<file path="config.mk">
export PLATFORM = sky130hd
export DESIGN_NAME = spl_loader
export DESIGN_NICKNAME = d
export VERILOG_FILES = /design/src/hw/spl_pkg.sv /design/src/hw/spl_scanner.sv /design/src/hw/spl_loader.sv
export SDC_FILE = /design/constraint.sdc
export NUM_CORES = 1
export LEC_CHECK = 0
export ABC_AREA = 1
export ABC_CLOCK_PERIOD_IN_PS = 1960
export BUFFER_PORTS_ARGS = -buffer_cell sky130_fd_sc_hd__buf_2
export CORE_ASPECT_RATIO = 1.25
export CORE_MARGIN = 2
export CORE_UTILIZATION = 26
export CTS_CLUSTER_DIAMETER = 30
export CTS_CLUSTER_SIZE = 8
export DETAILED_ROUTE_END_ITERATION = 8
export GPL_TIMING_DRIVEN = 0
export SKIP_CTS_REPAIR_TIMING = 1
export SLEW_MARGIN = 40
export SYNTH_ARGS = -nofsm -noshare
export SYNTH_HDL_FRONTEND = slang
export SYNTH_HIERARCHICAL = 1
export SYNTH_SLANG_ARGS = --single-unit
</file>
<file path="constraint.sdc">
create_clock -name clk_i -period 1.96 [get_ports clk_i]
set_clock_uncertainty 0.1 [all_clocks]
set_input_delay 0.294 -clock clk_i [delete_from_list [all_inputs] [get_ports clk_i]]
set_output_delay 0.294 -clock clk_i [all_outputs]
set_load 0.1 [all_outputs]
</file>
<file path="src/hw/spl_pkg.sv">
// spl_pkg: constants, codes and carrier types of the strap configuration loader.
// assumes a 20 MHz system clock and 32-bit classic wishbone register access.
package spl_pkg;

	//////////////////////////////////////////////////////////////////////////////
	// strap pins and states
	localparam int          STRAP_PINS  = 4;
	localparam int          STATE_W     = 3;              // eight states, 0 to 7
	localparam int          PIN_INPUT   = 0;              // input_strap
	localparam int          PIN_AUX     = 1;              // aux_output_strap
	localparam int          PIN_XLAT_A  = 2;              // translation_strap_a
	localparam int          PIN_XLAT_B  = 3;              // translation_strap_b
	localparam int          PULLUP_BIT  = 2;              // state msb: 1 = pull-up to supply

	//////////////////////////////////////////////////////////////////////////////
	// timing
	localparam int          CLK_HZ          = 20_000_000;
	localparam int          SETTLE_NS       = 1000;       // sense settling per pin
	localparam int          SETTLE_CYC      = (SETTLE_NS * (CLK_HZ / 1_000_000) + 999) / 1000;

	//////////////////////////////////////////////////////////////////////////////
	// register map (byte addresses)
	localparam logic [7:0]  ADDR_CTRL   = 8'h00;
	localparam logic [7:0]  ADDR_STATUS = 8'h04;
	localparam logic [7:0]  ADDR_STRAPS = 8'h08;
	localparam logic [7:0]  ADDR_INPUT  = 8'h0C;
	localparam logic [7:0]  ADDR_AUX    = 8'h10;
	localparam logic [7:0]  ADDR_XLAT   = 8'h14;
	localparam int          CTRL_RESCAN = 0;              // write 1: start a new scan
	localparam int          ST_BUSY     = 0;
	localparam int          ST_VALID    = 1;
	localparam int          ST_HIT      = 2;

	//////////////////////////////////////////////////////////////////////////////
	// setting codes
	typedef enum logic [3:0] {
		FREQ_OFF, FREQ_25, FREQ_33P3, FREQ_50, FREQ_66P7, FREQ_100, FREQ_125,
		FREQ_133P3, FREQ_156P25, FREQ_200, FREQ_312P5, FREQ_400
	} spl_freq_t;

	typedef enum logic [2:0] {
		FMT_NONE, FMT_HSTL, FMT_LVDS, FMT_CMOS, FMT_HCSL, FMT_XTAL, FMT_DIFF
	} spl_fmt_t;

	typedef enum logic [2:0] {
		SRC_NONE, SRC_FRAC, SRC_INT_SRC, SRC_INT_OUT, SRC_INT_REF
	} spl_src_t;

	// input_strap result
	typedef struct packed {
		spl_fmt_t   primary_fmt;      // primary_ref_a / primary_ref_b receivers
		spl_fmt_t   third_fmt;        // third_reference_input receiver
		logic       int_from_third;   // integer_synth source: 1 = third input
		logic       frac_doubler;
		logic       int_doubler;
	} spl_input_cfg_t;

	// aux_output_strap result
	typedef struct packed {
		spl_freq_t  freq;
		spl_fmt_t   fmt;
		spl_src_t   src;
	} spl_aux_cfg_t;

	// translation result; group 0..3 = outputs 0-3, 4-5, 6-7, 8-9
	typedef struct packed {
		logic                 hit;    // index is a known translation
		spl_freq_t            ref_freq;
		spl_freq_t [3:0]      freq;
		spl_fmt_t  [3:0]      fmt;
		spl_src_t             src89;
	} spl_xlat_cfg_t;

	localparam spl_input_cfg_t INPUT_RST = '0;
	localparam spl_aux_cfg_t   AUX_RST   = '0;
	localparam spl_xlat_cfg_t  XLAT_RST  = '0;

endpackage : spl_pkg

</file>
<file path="src/hw/spl_scanner.sv">
// spl_scanner: walks the strap pins one after another and captures each sensed state.
// assumes the sensed states are synchronous to clk_i and settle within SETTLE cycles.
`timescale 1ns/1ps
module spl_scanner
	import spl_pkg::*;
#(
	parameter int PINS   = STRAP_PINS,
	parameter int SETTLE = SETTLE_CYC
) (
	// clock and reset
	input  wire logic                   clk_i,
	input  wire logic                   rst_i,
	// control
	input  wire logic                   start_i,
	// sensed pin states
	input  wire logic [PINS*STATE_W-1:0] sense_i,
	// results
	output logic                         busy_o,
	output logic                         done_o,
	output logic [PINS*STATE_W-1:0]      states_o
);

	typedef enum logic [1:0] {SC_IDLE, SC_SETTLE, SC_CAPTURE} spl_scan_state_t;

	spl_scan_state_t              state_reg, state_next;
	logic [15:0]                  cnt_reg, cnt_next;
	logic [1:0]                   pin_reg, pin_next;
	logic [PINS*STATE_W-1:0]      cap_reg, cap_next;
	logic                         done_next;
	wire                          settled = (cnt_reg == 16'(SETTLE - 1));
	wire                          last_pin = (pin_reg == 2'(PINS - 1));

	//////////////////////////////////////////////////////////////////////////////
	// sequencer; a start restarts a scan already under way
	always_comb begin
		state_next = state_reg;
		cnt_next   = cnt_reg;
		pin_next   = pin_reg;
		cap_next   = cap_reg;
		done_next  = 1'b0;
		case (state_reg)
			SC_IDLE: begin
			end
			SC_SETTLE: begin
				cnt_next = cnt_reg + 16'h0001;
				if (settled) begin
					state_next = SC_CAPTURE;
				end
			end
			SC_CAPTURE: begin
				// one 3-bit state per pin
				cap_next[pin_reg*STATE_W +: STATE_W] = sense_i[pin_reg*STATE_W +: STATE_W]; // RQ2
				cnt_next = 16'h0000;
				if (last_pin) begin
					state_next = SC_IDLE;
					done_next  = 1'b1;
				end else begin
					pin_next   = pin_reg + 2'h1;
					state_next = SC_SETTLE;
				end
			end
			default: begin
				state_next = SC_IDLE;
			end
		endcase
		if (start_i) begin
			state_next = SC_SETTLE;
			cnt_next   = 16'h0000;
			pin_next   = 2'h0;
			done_next  = 1'b0;
		end
	end

	// state registers
	always_ff @(posedge clk_i) begin
		if (rst_i) begin
			state_reg <= SC_IDLE;
			cnt_reg   <= 16'h0000;
			pin_reg   <= 2'h0;
			cap_reg   <= '0;
			done_o    <= 1'b0;
		end else begin
			state_reg <= state_next;
			cnt_reg   <= cnt_next;
			pin_reg   <= pin_next;
			cap_reg   <= cap_next;
			done_o    <= done_next;
		end
	end

	assign busy_o   = (state_reg != SC_IDLE);
	assign states_o = cap_reg;

endmodule : spl_scanner

</file>
<file path="src/hw/spl_loader.sv">
// spl_loader: strap pin configuration loader with decoded power-on settings.
// assumes straps are already resolved to 3-bit sensed states, synchronous to clk_i,
// and a classic wishbone master on the register side.
// Operation
// RQ1 - scan all straps after power-on reset and after each external reset assertion.
// RQ2 - every strap scan yields one of eight states, a 3-bit value.
// RQ3 - states 0-3 mean pull-down, 4-7 pull-up; larger resistance, larger state.
// RQ4 - each block's power-on setting comes from its own strap's scanned state.
// RQ5 - strap 0 inputs, strap 1 auxiliary output, straps 2 and 3 translation.
// RQ6 - integer synth source: fractional active reference for 0-3, third input for 4-7.
// RQ7 - primary receivers crystal 0/4, cmos 1/2/5, differential 3/6/7; third crystal 4/6.
// RQ8 - fractional doubler off in states 2 and 3; integer doubler always off.
// RQ9 - auxiliary output frequency, format and source decoded from its strap.
// RQ10 - straps 2 and 3 form a 6-bit translation index; 0/0 disables outputs.
// RQ11 - each index sets reference, group frequencies, formats and outputs 8-9 source.
// RQ12 - decoded settings latch at scan end and hold until the next scan.
//
// The implementer's own choices: the Wishbone slave port and the address map.
`timescale 1ns/1ps
module spl_loader
	import spl_pkg::*;
#(
	parameter int SETTLE = SETTLE_CYC
) (
	// clock and reset
	input  wire logic                         clk_i,
	input  wire logic                         rst_i,
	// external reset pin, active low
	input  wire logic                         ext_reset_n_i,
	// sensed strap states, pin 0 in the low bits
	input  wire logic [STRAP_PINS*STATE_W-1:0] strap_sense_i,
	// wishbone slave
	input  wire logic                         cyc_i,
	input  wire logic                         stb_i,
	input  wire logic                         we_i,
	input  wire logic [7:0]                   adr_i,
	input  wire logic [3:0]                   sel_i,
	input  wire logic [31:0]                  dat_i,
	output logic      [31:0]                  dat_o,
	output logic                              ack_o,
	// decoded settings and status
	output spl_input_cfg_t                    input_cfg_o,
	output spl_aux_cfg_t                      aux_cfg_o,
	output spl_xlat_cfg_t                     xlat_cfg_o,
	output logic      [STRAP_PINS*STATE_W-1:0] strap_states_o,
	output logic                              scan_busy_o,
	output logic                              cfg_valid_o
);

	//////////////////////////////////////////////////////////////////////////////
	// decode functions

	// input_strap: receivers, integer synth source, doublers
	function automatic spl_input_cfg_t dec_input(input logic [STATE_W-1:0] s);
		spl_input_cfg_t c;
		c = INPUT_RST;
		case (s)
			3'h0, 3'h4: c.primary_fmt = FMT_XTAL;                   // RQ7
			3'h1, 3'h2, 3'h5: c.primary_fmt = FMT_CMOS;             // RQ7
			default: c.primary_fmt = FMT_DIFF;                      // RQ7
		endcase
		c.third_fmt      = (s == 3'h4 || s == 3'h6) ? FMT_XTAL : FMT_CMOS; // RQ7
		c.int_from_third = s[PULLUP_BIT];                           // RQ6 RQ3
		c.frac_doubler   = !(s == 3'h2 || s == 3'h3);               // RQ8
		c.int_doubler    = 1'b0;                                    // RQ8
		return c;
	endfunction : dec_input

	// aux_output_strap: pull-ups give lvds, pull-downs cmos
	function automatic spl_aux_cfg_t dec_aux(input logic [STATE_W-1:0] s);
		spl_aux_cfg_t c;
		c.fmt = s[PULLUP_BIT] ? FMT_LVDS : FMT_CMOS;                // RQ9
		c.src = (s == 3'h0) ? SRC_INT_REF : SRC_INT_OUT;            // RQ9
		case (s)
			3'h0: c.freq = FREQ_25;
			3'h1: c.freq = FREQ_33P3;
			3'h2: c.freq = FREQ_50;
			3'h3: c.freq = FREQ_66P7;
			3'h4: c.freq = FREQ_100;
			3'h5: c.freq = FREQ_133P3;
			3'h6: c.freq = FREQ_200;
			default: c.freq = FREQ_400;
		endcase
		return c;
	endfunction : dec_aux

	// one translation row: four groups plus outputs 8-9 source
	function automatic spl_xlat_cfg_t row(
		input spl_freq_t f0, input spl_fmt_t m0,
		input spl_freq_t f1, input spl_fmt_t m1,
		input spl_freq_t f2, input spl_fmt_t m2,
		input spl_freq_t f3, input spl_fmt_t m3,
		input spl_src_t  src
	);
		spl_xlat_cfg_t c;
		c.hit      = 1'b1;
		c.ref_freq = FREQ_25;
		c.freq     = {f3, f2, f1, f0};
		c.fmt      = {m3, m2, m1, m0};
		c.src89    = src;
		return c;
	endfunction : row

	// translation index = {strap a, strap b}; unknown rows leave outputs off
	function automatic spl_xlat_cfg_t dec_xlat(input logic [2*STATE_W-1:0] idx);
		spl_xlat_cfg_t c;
		c = XLAT_RST;
		case (idx)
			6'h00: begin
				c.hit      = 1'b1;                                  // RQ10
				c.ref_freq = FREQ_25;
			end
			6'h01: c = row(FREQ_156P25, FMT_HSTL, FREQ_156P25, FMT_HSTL,
				FREQ_156P25, FMT_HSTL, FREQ_156P25, FMT_HSTL, SRC_FRAC);       // RQ10
			6'h02: c = row(FREQ_156P25, FMT_LVDS, FREQ_156P25, FMT_LVDS,
				FREQ_156P25, FMT_LVDS, FREQ_156P25, FMT_LVDS, SRC_FRAC);       // RQ10
			6'h03: c = row(FREQ_156P25, FMT_HSTL, FREQ_156P25, FMT_HSTL,
				FREQ_100, FMT_HSTL, FREQ_25, FMT_CMOS, SRC_INT_SRC);           // RQ11
			6'h04: c = row(FREQ_156P25, FMT_LVDS, FREQ_156P25, FMT_LVDS,
				FREQ_100, FMT_HSTL, FREQ_25, FMT_CMOS, SRC_INT_SRC);           // RQ11
			6'h05: c = row(FREQ_156P25, FMT_HSTL, FREQ_125, FMT_HSTL,
				FREQ_100, FMT_HSTL, FREQ_50, FMT_CMOS, SRC_INT_OUT);           // RQ11
			6'h06: c = row(FREQ_156P25, FMT_HSTL, FREQ_125, FMT_HSTL,
				FREQ_100, FMT_HSTL, FREQ_25, FMT_CMOS, SRC_INT_SRC);           // RQ11
			6'h07: c = row(FREQ_156P25, FMT_LVDS, FREQ_125, FMT_LVDS,
				FREQ_100, FMT_HSTL, FREQ_25, FMT_CMOS, SRC_INT_SRC);           // RQ11
			6'h08: c = row(FREQ_156P25, FMT_LVDS, FREQ_125, FMT_LVDS,
				FREQ_25, FMT_HSTL, FREQ_25, FMT_CMOS, SRC_INT_SRC);            // RQ11
			6'h09: c = row(FREQ_156P25, FMT_HSTL, FREQ_125, FMT_HSTL,
				FREQ_25, FMT_HSTL, FREQ_25, FMT_CMOS, SRC_INT_SRC);            // RQ11
			6'h0A: c = row(FREQ_156P25, FMT_HSTL, FREQ_100, FMT_HSTL,
				FREQ_50, FMT_HSTL, FREQ_125, FMT_HSTL, SRC_FRAC);              // RQ11
			6'h0B: c = row(FREQ_156P25, FMT_LVDS, FREQ_100, FMT_LVDS,
				FREQ_50, FMT_HSTL, FREQ_125, FMT_HSTL, SRC_FRAC);              // RQ11
			6'h0C: c = row(FREQ_156P25, FMT_LVDS, FREQ_100, FMT_LVDS,
				FREQ_100, FMT_LVDS, FREQ_25, FMT_CMOS, SRC_INT_SRC);           // RQ11
			6'h0D: c = row(FREQ_156P25, FMT_HSTL, FREQ_100, FMT_HSTL,
				FREQ_25, FMT_HSTL, FREQ_25, FMT_CMOS, SRC_INT_SRC);            // RQ11
			default: c = XLAT_RST;
		endcase
		return c;
	endfunction : dec_xlat

	//////////////////////////////////////////////////////////////////////////////
	// scan triggers

	logic                              boot_reg;
	logic                              rescan_reg;
	logic [STRAP_PINS*STATE_W-1:0]     states;
	logic                              scan_busy;
	logic                              scan_done;

	// restart held while the pin is low, so the scan runs after its release
	wire ext_asserted = !ext_reset_n_i;
	wire scan_start   = boot_reg || ext_asserted || rescan_reg;           // RQ1

	// first cycle after power-on reset release requests a scan
	always_ff @(posedge clk_i) begin
		if (rst_i) begin
			boot_reg    <= 1'b1;
		end else begin
			boot_reg    <= 1'b0;                                            // RQ1
		end
	end

	spl_scanner #(
		.PINS   (STRAP_PINS),
		.SETTLE (SETTLE)
	) u_scanner (
		.clk_i    (clk_i),
		.rst_i    (rst_i),
		.start_i  (scan_start),
		.sense_i  (strap_sense_i),
		.busy_o   (scan_busy),
		.done_o   (scan_done),
		.states_o (states)
	);

	//////////////////////////////////////////////////////////////////////////////
	// decode from the captured states, one strap per block, two for translation
	wire [STATE_W-1:0]  st_input = states[PIN_INPUT*STATE_W +: STATE_W];     // RQ5 RQ4
	wire [STATE_W-1:0]  st_aux   = states[PIN_AUX*STATE_W +: STATE_W];       // RQ5 RQ4
	wire [STATE_W-1:0]  st_xa    = states[PIN_XLAT_A*STATE_W +: STATE_W];    // RQ5
	wire [STATE_W-1:0]  st_xb    = states[PIN_XLAT_B*STATE_W +: STATE_W];    // RQ5
	wire spl_input_cfg_t input_dec = dec_input(st_input);
	wire spl_aux_cfg_t   aux_dec   = dec_aux(st_aux);
	wire spl_xlat_cfg_t  xlat_dec  = dec_xlat({st_xa, st_xb});               // RQ10

	// latch on scan completion only; a scan in progress keeps the old values
	always_ff @(posedge clk_i) begin
		if (rst_i) begin
			input_cfg_o    <= INPUT_RST;
			aux_cfg_o      <= AUX_RST;
			xlat_cfg_o     <= XLAT_RST;
			strap_states_o <= '0;
		end else if (scan_done) begin
			input_cfg_o    <= input_dec;                                      // RQ12
			aux_cfg_o      <= aux_dec;                                        // RQ12
			xlat_cfg_o     <= xlat_dec;                                       // RQ12
			strap_states_o <= states;                                         // RQ12
		end
	end

	// status flags; valid drops as soon as a new scan starts
	always_ff @(posedge clk_i) begin
		if (rst_i) begin
			scan_busy_o <= 1'b0;
			cfg_valid_o <= 1'b0;
		end else begin
			scan_busy_o <= scan_busy || scan_start;
			cfg_valid_o <= scan_done || (cfg_valid_o && !scan_start);
		end
	end

	//////////////////////////////////////////////////////////////////////////////
	// wishbone slave: one wait state, ack for one cycle, unmapped reads zero
	wire        req       = cyc_i && stb_i && !ack_o;
	wire        wr_ctrl   = req && we_i && sel_i[0] && (adr_i == ADDR_CTRL);
	wire [31:0] status_w  = {29'h0, xlat_cfg_o.hit, cfg_valid_o, scan_busy_o};
	logic [31:0] rd_mux;

	// read data select
	always_comb begin
		case (adr_i)
			ADDR_STATUS: rd_mux = status_w;
			ADDR_STRAPS: rd_mux = 32'(strap_states_o);
			ADDR_INPUT:  rd_mux = 32'(input_cfg_o);
			ADDR_AUX:    rd_mux = 32'(aux_cfg_o);
			ADDR_XLAT:   rd_mux = 32'(xlat_cfg_o);
			default:     rd_mux = 32'h0000_0000;
		endcase
	end

	// rescan request is a self-clearing pulse
	always_ff @(posedge clk_i) begin
		if (rst_i) begin
			ack_o      <= 1'b0;
			dat_o      <= 32'h0000_0000;
			rescan_reg <= 1'b0;
		end else begin
			ack_o      <= req;
			dat_o      <= (req && !we_i) ? rd_mux : 32'h0000_0000;
			rescan_reg <= wr_ctrl && dat_i[CTRL_RESCAN];
		end
	end

endmodule : spl_loader

</file>
---- After elaboration in Yosys (flattened, before gate mapping) ----
Index checks and enable logic that the tools add are counted.
cells by class
  $add $sub $neg .......................... 3
  multiply operators ...................... 1
  equality and inequality tests ........... 37
  shifts and indexed selects .............. 3
  mux-type cells .......................... 16
  bitwise operators ....................... 4
  reductions and logical operators ........ 35
operators with widths
  operator                   count
  $pmux W31 S13              1
  $pmux W32 S5               1
  $eq A6 B4 Y1 const B       6
  $neg A4 Y34                1
  $shift A3 B34 Y12 const A  1
  $shiftx A3 B34 Y12         1
  $pmux W16 S2               1
  $pmux W4 S7                1
  $eq A6 B3 Y1 const B       4
  $eq A3 B3 Y1 const B       6
  $add A16 B1 Y16 const B    1
  $eq A16 B5 Y1 const B      1
  $eq A8 B4 Y1 const B       2
  $eq A8 B5 Y1 const B       2
  $reduce_or A14 Y1          1
  $bwmux W12                 1
  $eq A3 B2 Y1 const B       4
  $eq A6 B2 Y1 const B       2
  $shiftx A12 B5 Y3          1
  $eq A8 B3 Y1 const B       1
  $logic_and A1 B1 Y1        8
  $logic_not A8 Y1           1
  $eq A3 B1 Y1 const B       2
  $eq A6 B1 Y1 const B       1
  23 further kinds           48
word-level totals
  register bits after elaboration ......... 136
  bits of input ports ..................... 62

---- Depth between registers and ports, before layout ----
Gate-level depths: netlist of run 1.
  depth in word-level cells ............... 6
  mapped depth ............................ 10

---- Modules after synthesis ----
The synthesis of run 1 kept the hierarchy.
modules (own cells, without submodules)
  module       times used  cells an instance  area each (µm²)  sequential area each (µm²)
  spl_loader   1           462                3503.4           1521.5
  spl_scanner  1           247                1747.9           660.6

---- Worst setup path before layout of run 1 ----
No wires, ideal clock.
  path kind ............................... reg2reg
  start point ............................. register ack_o
  end point ............................... register dat_o[8]
  setup time .............................. 0.120 ns
  arrival ................................. 1.631 ns
  setup slack ............................. 0.108 ns
  cell stages (with the launch flop) ...... 8
  buffers on the path ..................... 1
  period minus slack after synthesis ...... 1.852 ns
  cell sequence ........................... dfxtp_1 > nor2_1 > and3_1 > inv_1 > nor2_1 > nand2_4 > buf_12 > nor2_4
on the way
  longest elaborated chain between the ends .. 5
ends and longest elaborated chain
  element                            line               RTL
  start, declared                    spl_loader.sv:40   output logic ack_o,
  start signal, assigned             spl_loader.sv:241  ack_o <= req;
  $logic_not A1 Y1                   spl_loader.sv:217  wire req = cyc_i && stb_i && !ack_o;
  $logic_and A1 B1 Y1                spl_loader.sv:217
  $logic_and A1 B1 Y1                spl_loader.sv:242  dat_o <= (req && !we_i) ? rd_mux : 32'h0000_0000;
  $not A1 Y1 (no source line)        -
  $reduce_or A2 Y1 (no source line)  -
  end signal, assigned               spl_loader.sv:242
  end, declared                      spl_loader.sv:39   output logic [31:0] dat_o,
No other way between the ends.
A chain may end at the register's enable or synchronous reset.

---- Worst setup path in the final report of run 1 ----
  start point ............................. register xlat_cfg_o[35] (netlist name)
  end point ............................... output xlat_cfg_o[35] (netlist name)
RTL lines
  element                 line               RTL
  start, declared         spl_loader.sv:44   output spl_xlat_cfg_t xlat_cfg_o,
  start signal, assigned  spl_loader.sv:199  xlat_cfg_o <= xlat_dec;
No word-level cell between the ends.

==> results of run 1 <==
-- power by group --
part	internal, W	switching, W
combinational	0.0000788	0.000265
clock	0.000905	0.000868
sequential	0.00222	0.00000593
total	0.00320	0.00114
-- area by class of cell --
| class | count | area (um^2) |
|---|---|---|
| clock buffers | 10 | 239 |
| fillers | 2157 | 13400 |
| inverters | 59 | 223 |
| plain buffers | 52 | 373 |
| repair buffers | 112 | 561 |
| flip-flops and latches | 109 | 2180 |
| multi-input cells | 505 | 2580 |
| clock inverters | 6 | 45.0 |
| well taps | 270 | 338 |
-- worst paths after layout --
| kind | from | cells after the start | to |
|---|---|---|---|
| worst max-delay path | xlat_cfg_o[35]$_SDFFE_PP0P_ | 2 | xlat_cfg_o[35] |
| worst min-delay path | rst_i | 1 | boot_reg$_DFF_P_ |
| worst max register to register | u_scanner/state_reg[0]$_SDFFE_PP0P_ | 9 | u_scanner/cnt_reg[13]$_SDFFE_PP0P_ |
| worst min register to register | u_scanner/states_o[2]$_SDFFE_PP0P_ | 2 | u_scanner/states_o[2]$_SDFFE_PP0P_ |
-- layer usage --
| metal | vias up | wire, um |
|---|---|---|
| met5 | - | 0 |
| met1 | 2109 | 6110 |
| li1 | 2508 | - |
| met3 | 21 | 730 |
| met2 | 125 | 6630 |
| met4 | 0 | 466 |
-- logic make-up after synthesis --
group                    Yosys count  share of synthesized area
other                              1                   0.000714
AND/OR/NAND/NOR                  368                      0.332
AO/OA/AOI/OAI                    109                      0.113
XOR/XNOR                           2                    0.00334
buffers and inverters            111                      0.113
flip-flops                       109                      0.416
adder cells (fa/ha/maj)            9                     0.0214
-- worst max-delay path, stage by stage (launching register included) --
cell	delay (ns)
dfxtp_1	0.54
buf_4	0.17
buf_2	0.41
-- placed cells by master, fill, tap and decap left out, drive strengths merged --
master,netlist,routed
o211ai,1,1
nand4,6,6
buf,42,154
a31oi,3,3
o21ai,37,37
ha,9,9
xnor2,1,1
clkinv,2,3
clkinvlp,0,3
a21oi,64,64
nor2,107,107
nor3,12,12
nand3,51,51
o2111ai,1,1
and3,2,2
clkbuf,10,20
a22o,1,1
nand2,188,188
inv,57,59
conb,1,17
xor2,1,1
or2,1,1
dfxtp,109,109
o211a,2,2
and2,1,1
-- per-stage QoR --
stage / hold WS (ns) / instance area (um^2)
2_1_floorplan: 0.222 / 5310
3_3_place_gp: 0.366 / 6210
3_5_place_dp: 0.364 / 6210
4_1_cts: 0.0475 / 6490
5_1_grt: 0.0617 / 6540
6_report: 0.0599 / 6540
==> results.txt, run 1 <==
top cell type's share of synthesized area = 0.416
synth top area cells = dfxtp_1 (42%), nand2_1 (13%), a21oi_1 (5.9%)
TritonCTS clock tree = done
Tightest Hold Check Type = in -> reg
Die Y = 163 um
Tmin final = 1.87 ns
ratio of cells with drive above 1 in the final layout = 0.273
Post-synth top cells = nand2_1 (181), dfxtp_1 (109), nor2_1 (78), a21oi_1 (62)
Setup-failing EPs final = 0
Core Region = 0.0200 mm^2
total vias in the final route = 4763
worst vdd rail ir drop = 444 uV
starting density of the core = 0.263
yosys synthesis warning count = 6
NumNets Final = 919
HPWL Detailed = 11100 um
Setup TNS Final = 0 ns
Mapped Cells = 709
FF+latch count, synth = 109
most crowded layer after global routing = met2
CTS Sinks = 109
Synth area leader = dfxtp_1
die area = 0.0214 mm^2
Worst Path Required = 1.57 ns
Slew @ Worst Pin = 0.641 ns
Netlist Area Pre-Place = 0.00525 mm^2
leakage power figure = 2.96 nW
top-count cell post-synth = nand2_1
placed insts = 1107
die width = 131 um
met1 Usage GRT = 0.157
Slew Viols, Final = 0
first-pass GRT wire length = 22100 um
initial antenna violation count = 0
element type at the critical path start = flip-flop
fmax = 0.534 GHz
critical path class = reg -> out
Seq/Total Area, Yosys = 0.416
RSZ-0062 raised after global routing = no
GPL Wtd Cong = 0.863
htree depth = 3
largest net degree at the start of global routing = 19
Final Hold Fails = 0
vias per cell = 4.24
number of distinct library cells after synthesis = 42
R2R Setup Slk = 0.15 ns
drc violations = 0
wire per inst = 12.4 um
global route overflow = 0
PwrDens = 664 mW/mm^2
clk slew on worst S/H paths = 0.07 ns
dpl ws = 0.0502 ns
clock buffer depth = 2
maximum fanout along the worst path = 5
diode count = 0
Initial DRC Count = 178
Post-Route WL = 13900 um
Max-cap violations = 0
IO Port Bufs = 112
Inserted Clock Buffers = 9
status = complete, no violations
vias in the first global route = 4228
Critical Path Sink Type = output pin
CTS root buf = clkbuf_16
clock latency on the worst-skew pair = 0.35 ns
GRT met3 Usage = 0.0274
CP Data Arrival Time = 1.48 ns
final period utilization = 0.955
final total power = 0.00434 W
Synth async-reset ratio = 0
final worst slack = 0.0873 ns
Syn Area/Cell = 7.41 um^2
drt pass-1 iters = 5
number of enable flip-flop cells after synthesis = 0
# rows = 58
Synth Flop Type = dfxtp_1
area grow syn2layout = 24.5%
Total GRT Usage = 0.130
final std cells w/o fill = 1123
ANT nets after route = 0
grt met2 use = 0.222
final core occ = 0.328
max reg flops = 26
Slew HR = 0.570
IO Count = 164
Note: power is estimated with default switching activity, not from simulation.
==> run 2, diff against run 1 <==
--- a/config.mk
+++ b/config.mk
@@ -6,7 +6,7 @@
 export NUM_CORES = 1
 export LEC_CHECK = 0
 export ABC_AREA = 1
-export ABC_CLOCK_PERIOD_IN_PS = 1960
+export ABC_CLOCK_PERIOD_IN_PS = 2020
 export BUFFER_PORTS_ARGS = -buffer_cell sky130_fd_sc_hd__buf_2
 export CORE_ASPECT_RATIO = 1.25
 export CORE_MARGIN = 2
==> constraint.sdc (replaced) <==
create_clock -name clk_i -period 2.02 [get_ports clk_i]
set_clock_uncertainty 0.1 [all_clocks]
set_input_delay 0.303 -clock clk_i [delete_from_list [all_inputs] [get_ports clk_i]]
set_output_delay 0.303 -clock clk_i [all_outputs]
set_load 0.1 [all_outputs]
==> results.txt, run 2 (same netlist as run 1, synthesis figures left out) <==
Final Hold Fails = 0 (unchanged)
clock buffer depth = 2 (unchanged)
most common cell after layout, fill and taps aside = nand2_1
Worst Hold Depth = 1 (unchanged)
final worst slack = 0.134 ns (+0.0467 ns)
leakage power figure = 2.96 nW (-0.22%)
multi-input logic area = 0.00255 mm^2 (-1.1%)
Worst R2R Path Depth = 7 (-2)
Initial DRC Count = 192 (+7.9%)
PwrDens = 647 mW/mm^2 (-2.5%)
Core Region = 0.0200 mm^2 (unchanged)
initial antenna violation count = 0 (unchanged)
Slew @ Worst Pin = 0.644 ns (+0.00314 ns)
max reg flops = 26 (unchanged)
met1 Usage GRT = 0.157 (unchanged)
dpl ws = 0.104 ns (+0.0541 ns)
Post-Route WL = 13900 um (-0.38%)
ordered list of cells on the worst path = buf_4, buf_2
diode count = 0 (unchanged)
CP Data Arrival Time = 1.48 ns (about the same)
commonest non-fill, non-tap cells in the layout = nand2_1 (181), buf_2 (117), dfxtp_1 (109), nor2_1 (78), a21oi_1 (62)
Total GRT Usage = 0.130 (unchanged)
RSZ-0062 raised after global routing = no
Max-cap violations = 0 (unchanged)
CTS Sinks = 109 (unchanged)
HPWL Detailed = 11100 um (unchanged)
CP max stage cell = dfxtp_1
IO Port Bufs = 112 (unchanged)
TritonCTS clock tree = done
fill cell count = 2157 (unchanged)
GRT met3 Usage = 0.0274 (unchanged)
grt met2 use = 0.222 (unchanged)
design area = 0.00651 mm^2 (-0.44%)
clk slew on worst S/H paths = 0.07 ns (about the same)
vias per cell = 4.21 (-0.69%)
drc violations = 0 (unchanged)
critical path's largest stage delay = 0.55 ns (about the same)
Seq. cell area = 0.00218 mm^2 (unchanged)
ANT nets after route = 0 (unchanged)
most crowded layer after global routing = met2
R2R Setup Slk = 0.18 ns (+0.03 ns)
GPL Wtd Cong = 0.863 (unchanged)
global route overflow = 0 (unchanged)
final period utilization = 0.934
NumNets Final = 919 (unchanged)
maximum fanout along the worst path = 5 (unchanged)
Worst Path Required = 1.62 ns (+0.05 ns)
Slew HR = 0.568 (-0.00211)
htree depth = 3 (unchanged)
hold_ws = 0.0684 ns (+0.00855 ns)
die area = 0.0214 mm^2 (unchanged)
largest net degree at the start of global routing = 19 (unchanged)
total vias in the final route = 4730 (-0.69%)
Tightest Hold Check Type = in -> reg
Inserted Clock Buffers = 9 (unchanged)
Die Y = 163 um (unchanged)
Slew Viols, Final = 0 (unchanged)
starting density of the core = 0.263 (unchanged)
die width = 131 um (unchanged)
Setup-failing EPs final = 0 (unchanged)
Tmin final = 1.89 ns
first-pass GRT wire length = 22100 um (unchanged)
CTS root buf = clkbuf_16
wire per inst = 12.4 um (-0.38%)
area grow syn2layout = 23.9%
# rows = 58 (unchanged)
worst vdd rail ir drop = 431 uV (-2.9%)
final total power = 0.00421 W (-3.0%)
Setup TNS Final = 0 ns (unchanged)
vias in the first global route = 4228 (unchanged)
status = complete, no violations
drt pass-1 iters = 4 (-1)
fmax = 0.530 GHz
Critical Path Sink Type = output pin
critical path class = reg -> out
IO Count = 164 (unchanged)
clock latency on the worst-skew pair = 0.35 ns (about the same)
element type at the critical path start = flip-flop
ratio of cells with drive above 1 in the final layout = 0.271 (-0.00234)
placed cell area = 0.00621 mm^2 (unchanged)
## run 2: cell counts in the layout (fill, tap and decap cells not counted)
Identical to the previous run, type by type.
## run 2: routing by layer
metal | share of wire | vias to the layer above
li1 | - | 2508
met1 | 0.44 | 2087
met2 | 0.48 | 116
met3 | 0.049 | 19
met4 | 0.030 | 0
met5 | 0 | -
## run 2: area by class of cell
class / instances / share of cell area
repair buffers: 112 / 0.0861
plain buffers: 52 / 0.0573
inverters: 59 / 0.0342
flip-flops and latches: 109 / 0.335
well taps: 270 / 0.0519
clock buffers: 10 / 0.0367
clock inverters: 6 / 0.00692
multi-input cells: 505 / 0.392
## run 2: final timing paths
kind                                 startpoint                            endpoint
max                 xlat_cfg_o[35]$_SDFFE_PP0P_                      xlat_cfg_o[35]
min                                       rst_i                    boot_reg$_DFF_P_
max reg2reg   u_scanner/pin_reg[0]$_SDFFE_PP0N_  u_scanner/states_o[2]$_SDFFE_PP0P_
min reg2reg  u_scanner/states_o[2]$_SDFFE_PP0P_  u_scanner/states_o[2]$_SDFFE_PP0P_
## run 2: critical path, delay by kind of cell, from the launching register on
| kind | cells | cell delay (ns) |
|---|---|---|
| buffers and inverters | 2 | 0.58 |
| DFF | 1 | 0.55 |
## run 2: metrics by stage
stage,utilization,instances
detailed placement,0.311,1107
global route,0.326,1123
finish,0.326,1123
CTS,0.325,1123
global placement,0.311,1107
floorplan,-,725
## run 2: where the power goes
group	internal [W]	switching, W	total [W]	leakage, nW
combinational	0.0000763	0.000257	0.000333	1.95
sequential	0.00215	0.00000575	0.00216	0.879
clock	0.000878	0.000843	0.00172	0.132
total	0.00311	0.00111	0.00421	2.96
